<file path="src/common/tvd_regs.svh">
// Register offsets, field positions, reset values and timing figures for the TV detect block.
// Assumes it is included by bare name from the design files.
`ifndef TVD_REGS_SVH
`define TVD_REGS_SVH

// Page select values of the register port.
`define TVD_PAGE1 1'b0
`define TVD_PAGE2 1'b1

// Register offsets.
`define TVD_ADDR_DAC_TRIM 8'h62
`define TVD_ADDR_ATTACH 8'h7E
`define TVD_ADDR_CHROMA_ORDER 8'h10

// Reset values.
`define TVD_DAC_TRIM_RST 8'h34
`define TVD_ATTACH_RST 8'h00
`define TVD_CHROMA_ORDER_RST 8'h00

// Field positions.
`define TVD_TRIGGER_BIT 7
`define TVD_SWAP_BIT 3
`define TVD_CHROMA_LSB 4
`define TVD_LUMA_LSB 2
`define TVD_COMPOSITE_LSB 0
`define TVD_UNMAPPED_RDATA 8'h00

// Detection codes.
`define TVD_CODE_NONE 2'h0
`define TVD_CODE_CONNECTED 2'h1
`define TVD_CODE_SHORTED 2'h2

// Timing: clock rate in MHz and detection pulse width in ns.
`define TVD_CLK_MHZ 10
`define TVD_PULSE_NS 2000

`endif

</file>
<file path="src/common/tvd_pkg.sv">
// Types shared by the TV detect block.
// Assumes tvd_regs.svh is on the include path.
package tvd_pkg;
	typedef enum logic {TVD_IDLE, TVD_PULSE} tvd_state_t;
	typedef logic [1:0] tvd_code_t;
endpackage

</file>
<file path="src/common/tvd_det_if.sv">
// Carrier between the register slice and the detection pulse generator.
// Assumes both ends run on the same clock.
`timescale 1ns/100ps
interface tvd_det_if;
	logic start;
	logic busy;
	logic [5:0] status;
	modport ctrl (output start, input busy, input status);
	modport det (input start, output busy, output status);
endinterface

</file>
<file path="src/hdl/tvd_sense_pulse.sv">
// Detection pulse generator and per-channel status capture.
// Assumes load sense inputs are synchronous to clk and valid at the end of the pulse.
`timescale 1ns/100ps
`include "tvd_regs.svh"
module tvd_sense_pulse
	import tvd_pkg::*;
#(
	parameter int PULSE_NS = `TVD_PULSE_NS,
	parameter int CLK_MHZ = `TVD_CLK_MHZ
) (
	// Clock and reset.
	input wire logic clk,
	input wire logic reset_n,
	// Control side.
	tvd_det_if.det det,
	// DAC load sense.
	input wire logic [2:0] load_present,
	input wire logic [2:0] load_short,
	output logic dac_sense_pulse
);

	localparam int PULSE_RAW = (PULSE_NS * CLK_MHZ + 999) / 1000;
	localparam int PULSE_CYC = (PULSE_RAW < 1) ? 1 : PULSE_RAW;
	localparam logic [15:0] PULSE_LAST = 16'(PULSE_CYC - 1);

	tvd_state_t state_q;
	logic [15:0] count_q;
	logic [5:0] code_d;
	logic [5:0] status_q;

	////////////////////////////////////////////////////////////////////////////////
	// A shorted output wins over a plain connection, so code 11 can never appear.
	genvar ch;
	generate
		for (ch = 0; ch < 3; ch++) begin : g_chan
			assign code_d[2*ch +: 2] = load_short[ch] ? `TVD_CODE_SHORTED :
				(load_present[ch] ? `TVD_CODE_CONNECTED : `TVD_CODE_NONE); // RULE1 RULE2 RULE3
		end
	endgenerate

	////////////////////////////////////////////////////////////////////////////////
	// A start that arrives during a pulse is dropped rather than stretching it.
	always_ff @(posedge clk or negedge reset_n) begin
		if (!reset_n) begin
			state_q <= TVD_IDLE;
			count_q <= 16'h0000;
		end else begin
			case (state_q)
				TVD_IDLE: begin
					if (det.start) begin
						state_q <= TVD_PULSE; // RULE8
						count_q <= 16'h0000;
					end
				end
				TVD_PULSE: begin
					if (count_q == PULSE_LAST) begin
						state_q <= TVD_IDLE;
					end else begin
						count_q <= count_q + 16'h0001;
					end
				end
				default: state_q <= TVD_IDLE;
			endcase
		end
	end

	always_ff @(posedge clk or negedge reset_n) begin
		if (!reset_n) begin
			status_q <= 6'h00;
		end else if (state_q == TVD_PULSE && count_q == PULSE_LAST) begin
			status_q <= code_d; // RULE9
		end
	end

	assign dac_sense_pulse = (state_q == TVD_PULSE); // RULE8
	assign det.busy = (state_q == TVD_PULSE);
	assign det.status = status_q;

endmodule

</file>
<file path="src/hdl/tvd_status_regs.sv">
// TV connection detect status and chroma order control register slice.
// Assumes the serial port decoder presents page, index and one-cycle read and write strobes on clk.
//
// What this block does
// RULE1 - Chroma field reads 00 none, 01 connected, 10 shorted; never 11.
// RULE2 - Luma field in bits 3:2, same codes, 11 never used.
// RULE3 - Composite field in bits 1:0, same codes, 11 never used.
// RULE4 - Page-2 register 10h bit 3 exchanges Cr and Cb in 4:2:2 capture.
// RULE5 - Swap bit resets to 0, normal order; writing 1 selects swapped order.
// RULE6 - Other bits of register 10h are read/write reserved, reset to 0.
// RULE7 - Software sets trigger, reads the three fields, then clears trigger.
// RULE8 - Raising trigger bit 7 of register 62h fires one detection pulse; a raise while a pulse still runs fires none.
// RULE9 - Status fields hold the latest result, stable until the next pulse.
`timescale 1ns/100ps
`include "tvd_regs.svh"
module tvd_status_regs
	import tvd_pkg::*;
#(
	parameter int PULSE_NS = `TVD_PULSE_NS
) (
	// Clock and reset.
	input wire logic clk,
	input wire logic reset_n,
	// Register port from the serial decoder.
	input wire logic reg_page,
	input wire logic [7:0] reg_addr,
	input wire logic reg_wr,
	input wire logic [7:0] reg_wdata,
	input wire logic reg_rd,
	output logic [7:0] reg_rdata,
	// DAC load sense.
	input wire logic [2:0] load_present,
	input wire logic [2:0] load_short,
	output logic dac_sense_pulse,
	// 4:2:2 chroma capture.
	input wire logic [7:0] in_chroma_first,
	input wire logic [7:0] in_chroma_second,
	input wire logic in_pair_valid,
	output logic [7:0] out_cb,
	output logic [7:0] out_cr,
	output logic out_pair_valid,
	// Control levels.
	output logic chroma_order_swap,
	output logic detect_pulse_trigger
);

	logic [7:0] dac_trim_q;
	logic [7:0] chroma_order_control_q;
	logic [7:0] rdata_q;
	logic [7:0] cb_q;
	logic [7:0] cr_q;
	logic pair_valid_q;
	logic sel_trim;
	logic sel_attach;
	logic sel_order;
	logic [7:0] attach_view;

	tvd_det_if det_bus ();

	////////////////////////////////////////////////////////////////////////////////
	// Address decode.
	always_comb begin
		sel_trim = 1'b0;
		sel_attach = 1'b0;
		sel_order = 1'b0;
		if (reg_page == `TVD_PAGE1 && reg_addr == `TVD_ADDR_DAC_TRIM) begin
			sel_trim = 1'b1;
		end else if (reg_page == `TVD_PAGE1 && reg_addr == `TVD_ADDR_ATTACH) begin
			sel_attach = 1'b1;
		end else if (reg_page == `TVD_PAGE2 && reg_addr == `TVD_ADDR_CHROMA_ORDER) begin
			sel_order = 1'b1;
		end
	end

	////////////////////////////////////////////////////////////////////////////////
	// DAC trim register; its reserved bits are kept so software reads back what it wrote.
	always_ff @(posedge clk or negedge reset_n) begin
		if (!reset_n) begin
			dac_trim_q <= `TVD_DAC_TRIM_RST;
		end else if (reg_wr && sel_trim) begin
			dac_trim_q <= reg_wdata; // RULE7
		end
	end

	// Only the rising write of the trigger fires, and never while a pulse still runs.
	assign det_bus.start = reg_wr && sel_trim && reg_wdata[`TVD_TRIGGER_BIT]
		&& !dac_trim_q[`TVD_TRIGGER_BIT] && !det_bus.busy; // RULE8

	assign detect_pulse_trigger = dac_trim_q[`TVD_TRIGGER_BIT];

	////////////////////////////////////////////////////////////////////////////////
	// Chroma order register; reserved bits store as written.
	always_ff @(posedge clk or negedge reset_n) begin
		if (!reset_n) begin
			chroma_order_control_q <= `TVD_CHROMA_ORDER_RST; // RULE5 RULE6
		end else if (reg_wr && sel_order) begin
			chroma_order_control_q <= reg_wdata; // RULE6
		end
	end

	assign chroma_order_swap = chroma_order_control_q[`TVD_SWAP_BIT];

	////////////////////////////////////////////////////////////////////////////////
	// Status view: upper two bits reserved and read as zero.
	assign attach_view = {2'b00, det_bus.status}; // RULE1 RULE2 RULE3 RULE9

	always_ff @(posedge clk or negedge reset_n) begin
		if (!reset_n) begin
			rdata_q <= `TVD_UNMAPPED_RDATA;
		end else if (reg_rd) begin
			if (sel_trim) begin
				rdata_q <= dac_trim_q;
			end else if (sel_attach) begin
				rdata_q <= attach_view; // RULE9
			end else if (sel_order) begin
				rdata_q <= chroma_order_control_q;
			end else begin
				rdata_q <= `TVD_UNMAPPED_RDATA;
			end
		end
	end

	assign reg_rdata = rdata_q;

	////////////////////////////////////////////////////////////////////////////////
	// Chroma capture. The swap bit is sampled per pair, so a change takes effect on the next
	// pair and never splits one.
	always_ff @(posedge clk or negedge reset_n) begin
		if (!reset_n) begin
			cb_q <= 8'h00;
			cr_q <= 8'h00;
		end else if (in_pair_valid) begin
			if (chroma_order_swap) begin
				cb_q <= in_chroma_second; // RULE4
				cr_q <= in_chroma_first; // RULE4
			end else begin
				cb_q <= in_chroma_first; // RULE5
				cr_q <= in_chroma_second; // RULE5
			end
		end
	end

	always_ff @(posedge clk or negedge reset_n) begin
		if (!reset_n) begin
			pair_valid_q <= 1'b0;
		end else begin
			pair_valid_q <= in_pair_valid;
		end
	end

	assign out_cb = cb_q;
	assign out_cr = cr_q;
	assign out_pair_valid = pair_valid_q;

	////////////////////////////////////////////////////////////////////////////////
	// Detection pulse generator.
	tvd_sense_pulse #(
		.PULSE_NS(PULSE_NS),
		.CLK_MHZ(`TVD_CLK_MHZ)
	) u_sense (
		.clk(clk),
		.reset_n(reset_n),
		.det(det_bus.det),
		.load_present(load_present),
		.load_short(load_short),
		.dac_sense_pulse(dac_sense_pulse)
	);

endmodule

</file>
<file path="config.mk">
export PLATFORM = sky130hd
export DESIGN_NAME = tvd_status_regs
export DESIGN_NICKNAME = d
export VERILOG_FILES = /design/src/common/tvd_pkg.sv /design/src/common/tvd_det_if.sv /design/src/hdl/tvd_sense_pulse.sv /design/src/hdl/tvd_status_regs.sv
export VERILOG_INCLUDE_DIRS = /design/src /design/src/common
export SDC_FILE = /design/constraint.sdc
export NUM_CORES = 1
export LEC_CHECK = 0
export ABC_AREA = 1
export ABC_CLOCK_PERIOD_IN_PS = 2000
export BUFFER_PORTS_ARGS = -buffer_cell sky130_fd_sc_hd__buf_2
export CAP_MARGIN = 20
export CORE_ASPECT_RATIO = 1.1
export CORE_MARGIN = 1
export CORE_UTILIZATION = 42
export DETAILED_ROUTE_END_ITERATION = 10
export PLACE_DENSITY = 0.75
export SYNTH_ARGS = -nofsm -noshare
export SYNTH_HDL_FRONTEND = slang
export SYNTH_SLANG_ARGS = --single-unit
</file>
<file path="constraint.sdc">
create_clock -name clk -period 2 [get_ports clk]
set_clock_uncertainty 0.15 [all_clocks]
set_input_delay 0.4 -clock clk [delete_from_list [all_inputs] [get_ports clk]]
set_output_delay 0.4 -clock clk [all_outputs]
set_load 0.01 [all_outputs]
</file>
## Word level (Yosys, flattened, before mapping)

Cells that the tools add are included.

- Add/subtract/negate cells: 1
- Equality and inequality tests: 6
- Multiplexer cells: 23
- Bitwise operators: 2
- Reductions and logical operators: 12

Operators with widths:

| cell | count |
|---|---|
| 2-to-1 mux 8 bit | 5 |
| 2-to-1 mux 16 bit | 2 |
| case mux 16 bit (2 select lines) | 1 |
| adder 16 x 1 -> 16 bit, second input constant | 1 |
| equality test 16 x 5 -> 1 bit, second input constant | 1 |
| equality test 8 x 7 -> 1 bit, second input constant | 2 |
| 2-to-1 mux 1 bit | 11 |
| logical AND 1 bit | 9 |
| equality test 8 x 5 -> 1 bit, second input constant | 1 |
| 2-to-1 mux 2 bit | 3 |
| inequality test 2 bit, second input constant | 2 |
| logical NOT 1 bit | 2 |
| inverter 1 bit | 2 |
| case mux 1 bit (2 select lines) | 1 |
| AND reduction 2 bit | 1 |

- Register bits: 64
- Input port bits: 44
- Output and inout port bits: 28
- Logic and storage cells: 53

## Depth between registers and ports, before layout

- Depth in word-level cells: 9
- Mapped depth: 10
- Depth with buffers taken out: 10

## By module

From an unflattened synthesis, not the netlist that was laid out.

- Cells, all modules: 473
- Area total of the unflattened synthesis: 3465.8 um2

By module, submodules not included:

| module | instances | cells an instance | area an instance (um2) | sequential area each (um2) |
|---|---|---|---|---|
| tvd_status_regs | 1 | 270 | 2108.3 | 1029.7 |
| tvd_sense_pulse | 1 | 203 | 1357.6 | 575.6 |

## Worst setup path before layout

No wires, ideal clock.

- Path kind: register to register
- Start point: register u_sense.count_q[0]
- End point: register u_sense.count_q[5]
- Library setup time: 0.121 ns
- Data arrival time: 1.357 ns
- Path slack: 0.371 ns
- Cell stages (with the launch flop): 11
- Path buffers: 1
- Period minus slack after synthesis: 1.629 ns
- Cells stage by stage: dfrtp_1 ha_1 nand2_1 inv_1 nand2_1 nor2_4 a21oi_1 nand2_2 buf_6 nand3_1 nand2_1

- Cells in the longest elaborated chain, start to end: 3
- Elaborated cells between the ends (all ways): 6
- Those cells by class: add/sub (1); eq/ne (2); mux (2); reduce/logical (1)

RTL lines:

| what | line | text |
|---|---|---|
| from (decl) | tvd_sense_pulse.sv:27 | `logic [15:0] count_q;` |
| from (signal assigned) | tvd_sense_pulse.sv:59 | `count_q <= count_q + 16'h0001;` |
| adder 16 x 1 -> 16 bit / equality test 16 x 5 -> 1 bit (equally long branches) | tvd_sense_pulse.sv:59, tvd_sense_pulse.sv:56 |  |
| 2-to-1 mux 16 bit / inequality test 2 bit (equally long branches) | -- |  |
| case mux 16 bit (2 select lines) / AND reduction 2 bit (equally long branches) | -- |  |

Parallel ways exist; a longest one is shown, timed or not. The select of a mux whose other input is x is not followed.
A chain may end at the register's enable or synchronous reset.

## Final worst setup path

- Start point: register u_sense.count_q[0]
- End point: register u_sense.count_q[14]

The elaborated chain is that of the path after synthesis.

==> run summary <==
Synth Area in Compound Gates - 0.107
worst hold stages - 2
final hold viol count - 0
worst path required time - 2.08 ns
Min Hold Slack - 0.139 ns
per-cell routed wire length - 12.1 microns
clock slew at reported path FFs - 0.07 ns
maxcap violations - 0
cell with the most instances after synthesis - nand2_1
routability cong. - 0.830
post-route ant nets - 0
Total Routed Length - 7010 microns
worst slack, placed - 0.185 ns
# fillers - 721
HP Class - in2reg
peak supply drop - 0.000269 V
Final HPWL DP - 4990 microns
Yosys top cell by area - dfrtp_1
critical path type - reg2reg
pin count of the biggest net entering global routing - 65
Die X - 85.4 microns
area of the multi-input gates - 1390 sq um
drt via density - 4.99
worst setup margin - 0.194 ns
post-synthesis adder-cell area fraction - 0.00389
Register-to-Register Path Depth - 10
largest family of logic cells by synthesized area - simple AND/OR/NAND/NOR gates
DR pass1 iterations - 5
ant diodes - 0
FP Rows - 33
outcome - finished clean
Netlist cell types - 35
Final Cycle Share - 0.903
starting density of the core - 0.432
mux contribution to synthesized area - 0
Clock Sinks - 64
H-tree levels - 3
first-pass GRT wire length - 12000 microns
design area - 3880 sq um
Final TNS setup - 0 ns
via count - 2877
antenna violations before repair - 0
number of post-CTS setup repair buffers - 0
IO Pins - 72
ys async rst share - 1.00
core area - 7430 sq um
Slew @ Worst Pin - 0.530 ns
layout cells sized above 1 - 0.231
Longest Clk Path Bufs - 2
critical path launch point type - register
grt total ovfl - 0
prevailing post-synth register cell - dfrtp_1
Iter 0 DRT Violations - 242
final setup vio count - 0
worst-path fanout max - 16
CTS tree - done
DR WL met2 - 3440 microns
wire length on met3 - 336 microns
vias in the first global route - 2608
placed inst area - 3660 sq um
Seq/Total Area, Yosys - 0.499
flops & latches, synth - 64
Die ar. - 8010 sq um
YS warnings - 0
Leak - 1.98 nW
Critical Path Sink Type - register
PwrDens - 722 nW/um^2
CP arrival - 1.88 ns
GR Util All Layers - 0.191
die span in y - 93.8 microns
highest clock rate - 554 MHz
Syn Inst Count - 410
Synth Area in Simple Gates - 0.318
Synth area leaders - dfrtp_1 (47%), nand2_1 (14%), nor2_1 (6.7%)
mean area per synthesized cell - 7.84 sq um
RSZ-0062 raised after global routing - false
DRC viols - 0
FF+latch area - 1610 sq um
root buffer cell - clkbuf_8
Layout Nets - 530
Post-Syn Area - 3210 sq um
number of port buffers - 71
Slew Viols, Final - 0
R2R Setup Slk - 0.19 ns
max layer used - met4
Synth Net Count - 455
Clock Latency Late Sink - 0.34 ns
Tmin final - 1.81 ns
number of synthesized flops with an enable pin - 0
synth-to-layout area growth - 20.7%
top-area cell type share of the netlist area - 0.475
Post-Synth XOR/XNOR Area - 0.00272
metal1 wirelength - 3120 microns
relative slew slack - 0.647
Synth top cells by count - nand2_1 (119), dfrtp_1 (61), nor2_1 (57)
CTS buffer count - 9
==> metrics by stage <==
stage                     power, W  utilization  cells
after floorplan            0.00154            -    410
after global placement     0.00168        0.492    560
after detailed placement   0.00169        0.492    560
after CTS                  0.00283        0.522    577
after global routing       0.00294        0.522    577
final                      0.00280        0.522    577
==> metal layers <==
| metal | global-route usage | vias to the layer above |
|---|---|---|
| met4 | 0.0708 | 0 |
| met3 | 0.0492 | 8 |
| li1 | - | 1483 |
| met5 | 0 | - |
| met1 | 0.234 | 1305 |
| met2 | 0.325 | 81 |
==> power breakdown <==
group / switching (W) / internal (W)
Combinational: 0.000158 / 0.000112
Clock: 0.000504 / 0.000639
Sequential: 0.0000350 / 0.00135
Total: 0.000697 / 0.00211
==> layout by cell type, fill, tap and decap left out <==
master         Yosys  final
clkinv_2           0      2
nand3_2            1      1
buf_12             0      1
nor2_2             1      1
a31oi_1           18     18
clkinvlp_4         0      2
clkbuf_8           0     11
a21oi_1            1      1
xor2_1             1      1
o21bai_1           5      5
or2_1              2      2
o211ai_1           2      2
nor2_4             1      1
nor3_1             4      4
dlygate4sd3_1      0      1
nand2_1          119    119
inv_1             37     37
bufinv_16          0      1
o21ai_0           15     15
buf_4              0      5
dfrtp_1           61     61
and2_1             1      1
a22o_1             1      1
dfstp_2            3      3
nand3_1           36     36
and2_0             1      1
inv_2              1      1
nand2_4            2      3
nor2_1            57     57
clkinv_1           1      1
nand4_2            1      1
or2_2              1      1
o21ai_2            8      8
o21ai_1            4      4
nand3b_1           1      1
buf_2              1     71
ha_1               1      1
and3b_1            1      1
nand4_1            7      7
==> timing repair <==
| item | 4_1_cts | 5_1_grt |
|---|---|---|
| hold buffers | 1 | 0 |
| setup endpoints to repair | 0 | 1 |
| endpoints found under the hold margin | 61 | 0 |
| gates resized for setup | 0 | 1 |
==> cell families (layout without fill, tap and decap cells) <==
logic type,Yosys count,in the layout
compound gates,54,54
xor+xnor,1,1
fa+ha+maj,1,1
buf+inv,53,133
flops,64,64
simple gates,237,237
==> layout make-up <==
cell class / count / share of cell area
Clock inverter: 5 / 0.0142
Clock buffer: 11 / 0.0390
Inverter: 39 / 0.0377
Multi-Input combinational cell: 293 / 0.358
Timing Repair Buffer: 78 / 0.109
Sequential cell: 64 / 0.414
Tap cell: 87 / 0.0280
==> critical path: stages, from the launching register on <==
cell,delay (ns)
dfrtp_1,0.38
ha_1,0.26
nand2_1,0.08
inv_1,0.05
nand2_1,0.07
nor2_4,0.14
nand2_4,0.10
nand2_4,0.18
inv_1,0.13
nand3_1,0.10
nand2_1,0.05
==> final timing paths <==
kind,from,end
worst min register to register,chroma_order_control_q[4],chroma_order_control_q[4]
worst max register to register,u_sense.count_q[0],u_sense.count_q[14]
max in group asynchronous,reset_n,dac_trim_q[4]
worst min-delay path,load_present[2],u_sense.det.status[4]
min in group asynchronous,reset_n,u_sense.count_q[10]
worst max-delay path,u_sense.count_q[0],u_sense.count_q[14]
==> flip-flops by register name, indices dropped and copies added (netlist names) <==
name and cells:
u_sense.count_q 16, chroma_order_control_q 8, dac_trim_q 8, out_cb 8
out_cr 8, reg_rdata 8, u_sense.det.status 6, out_pair_valid 1
u_sense.dac_sense_pulse 1
Note: power is estimated with default switching activity, not from simulation.
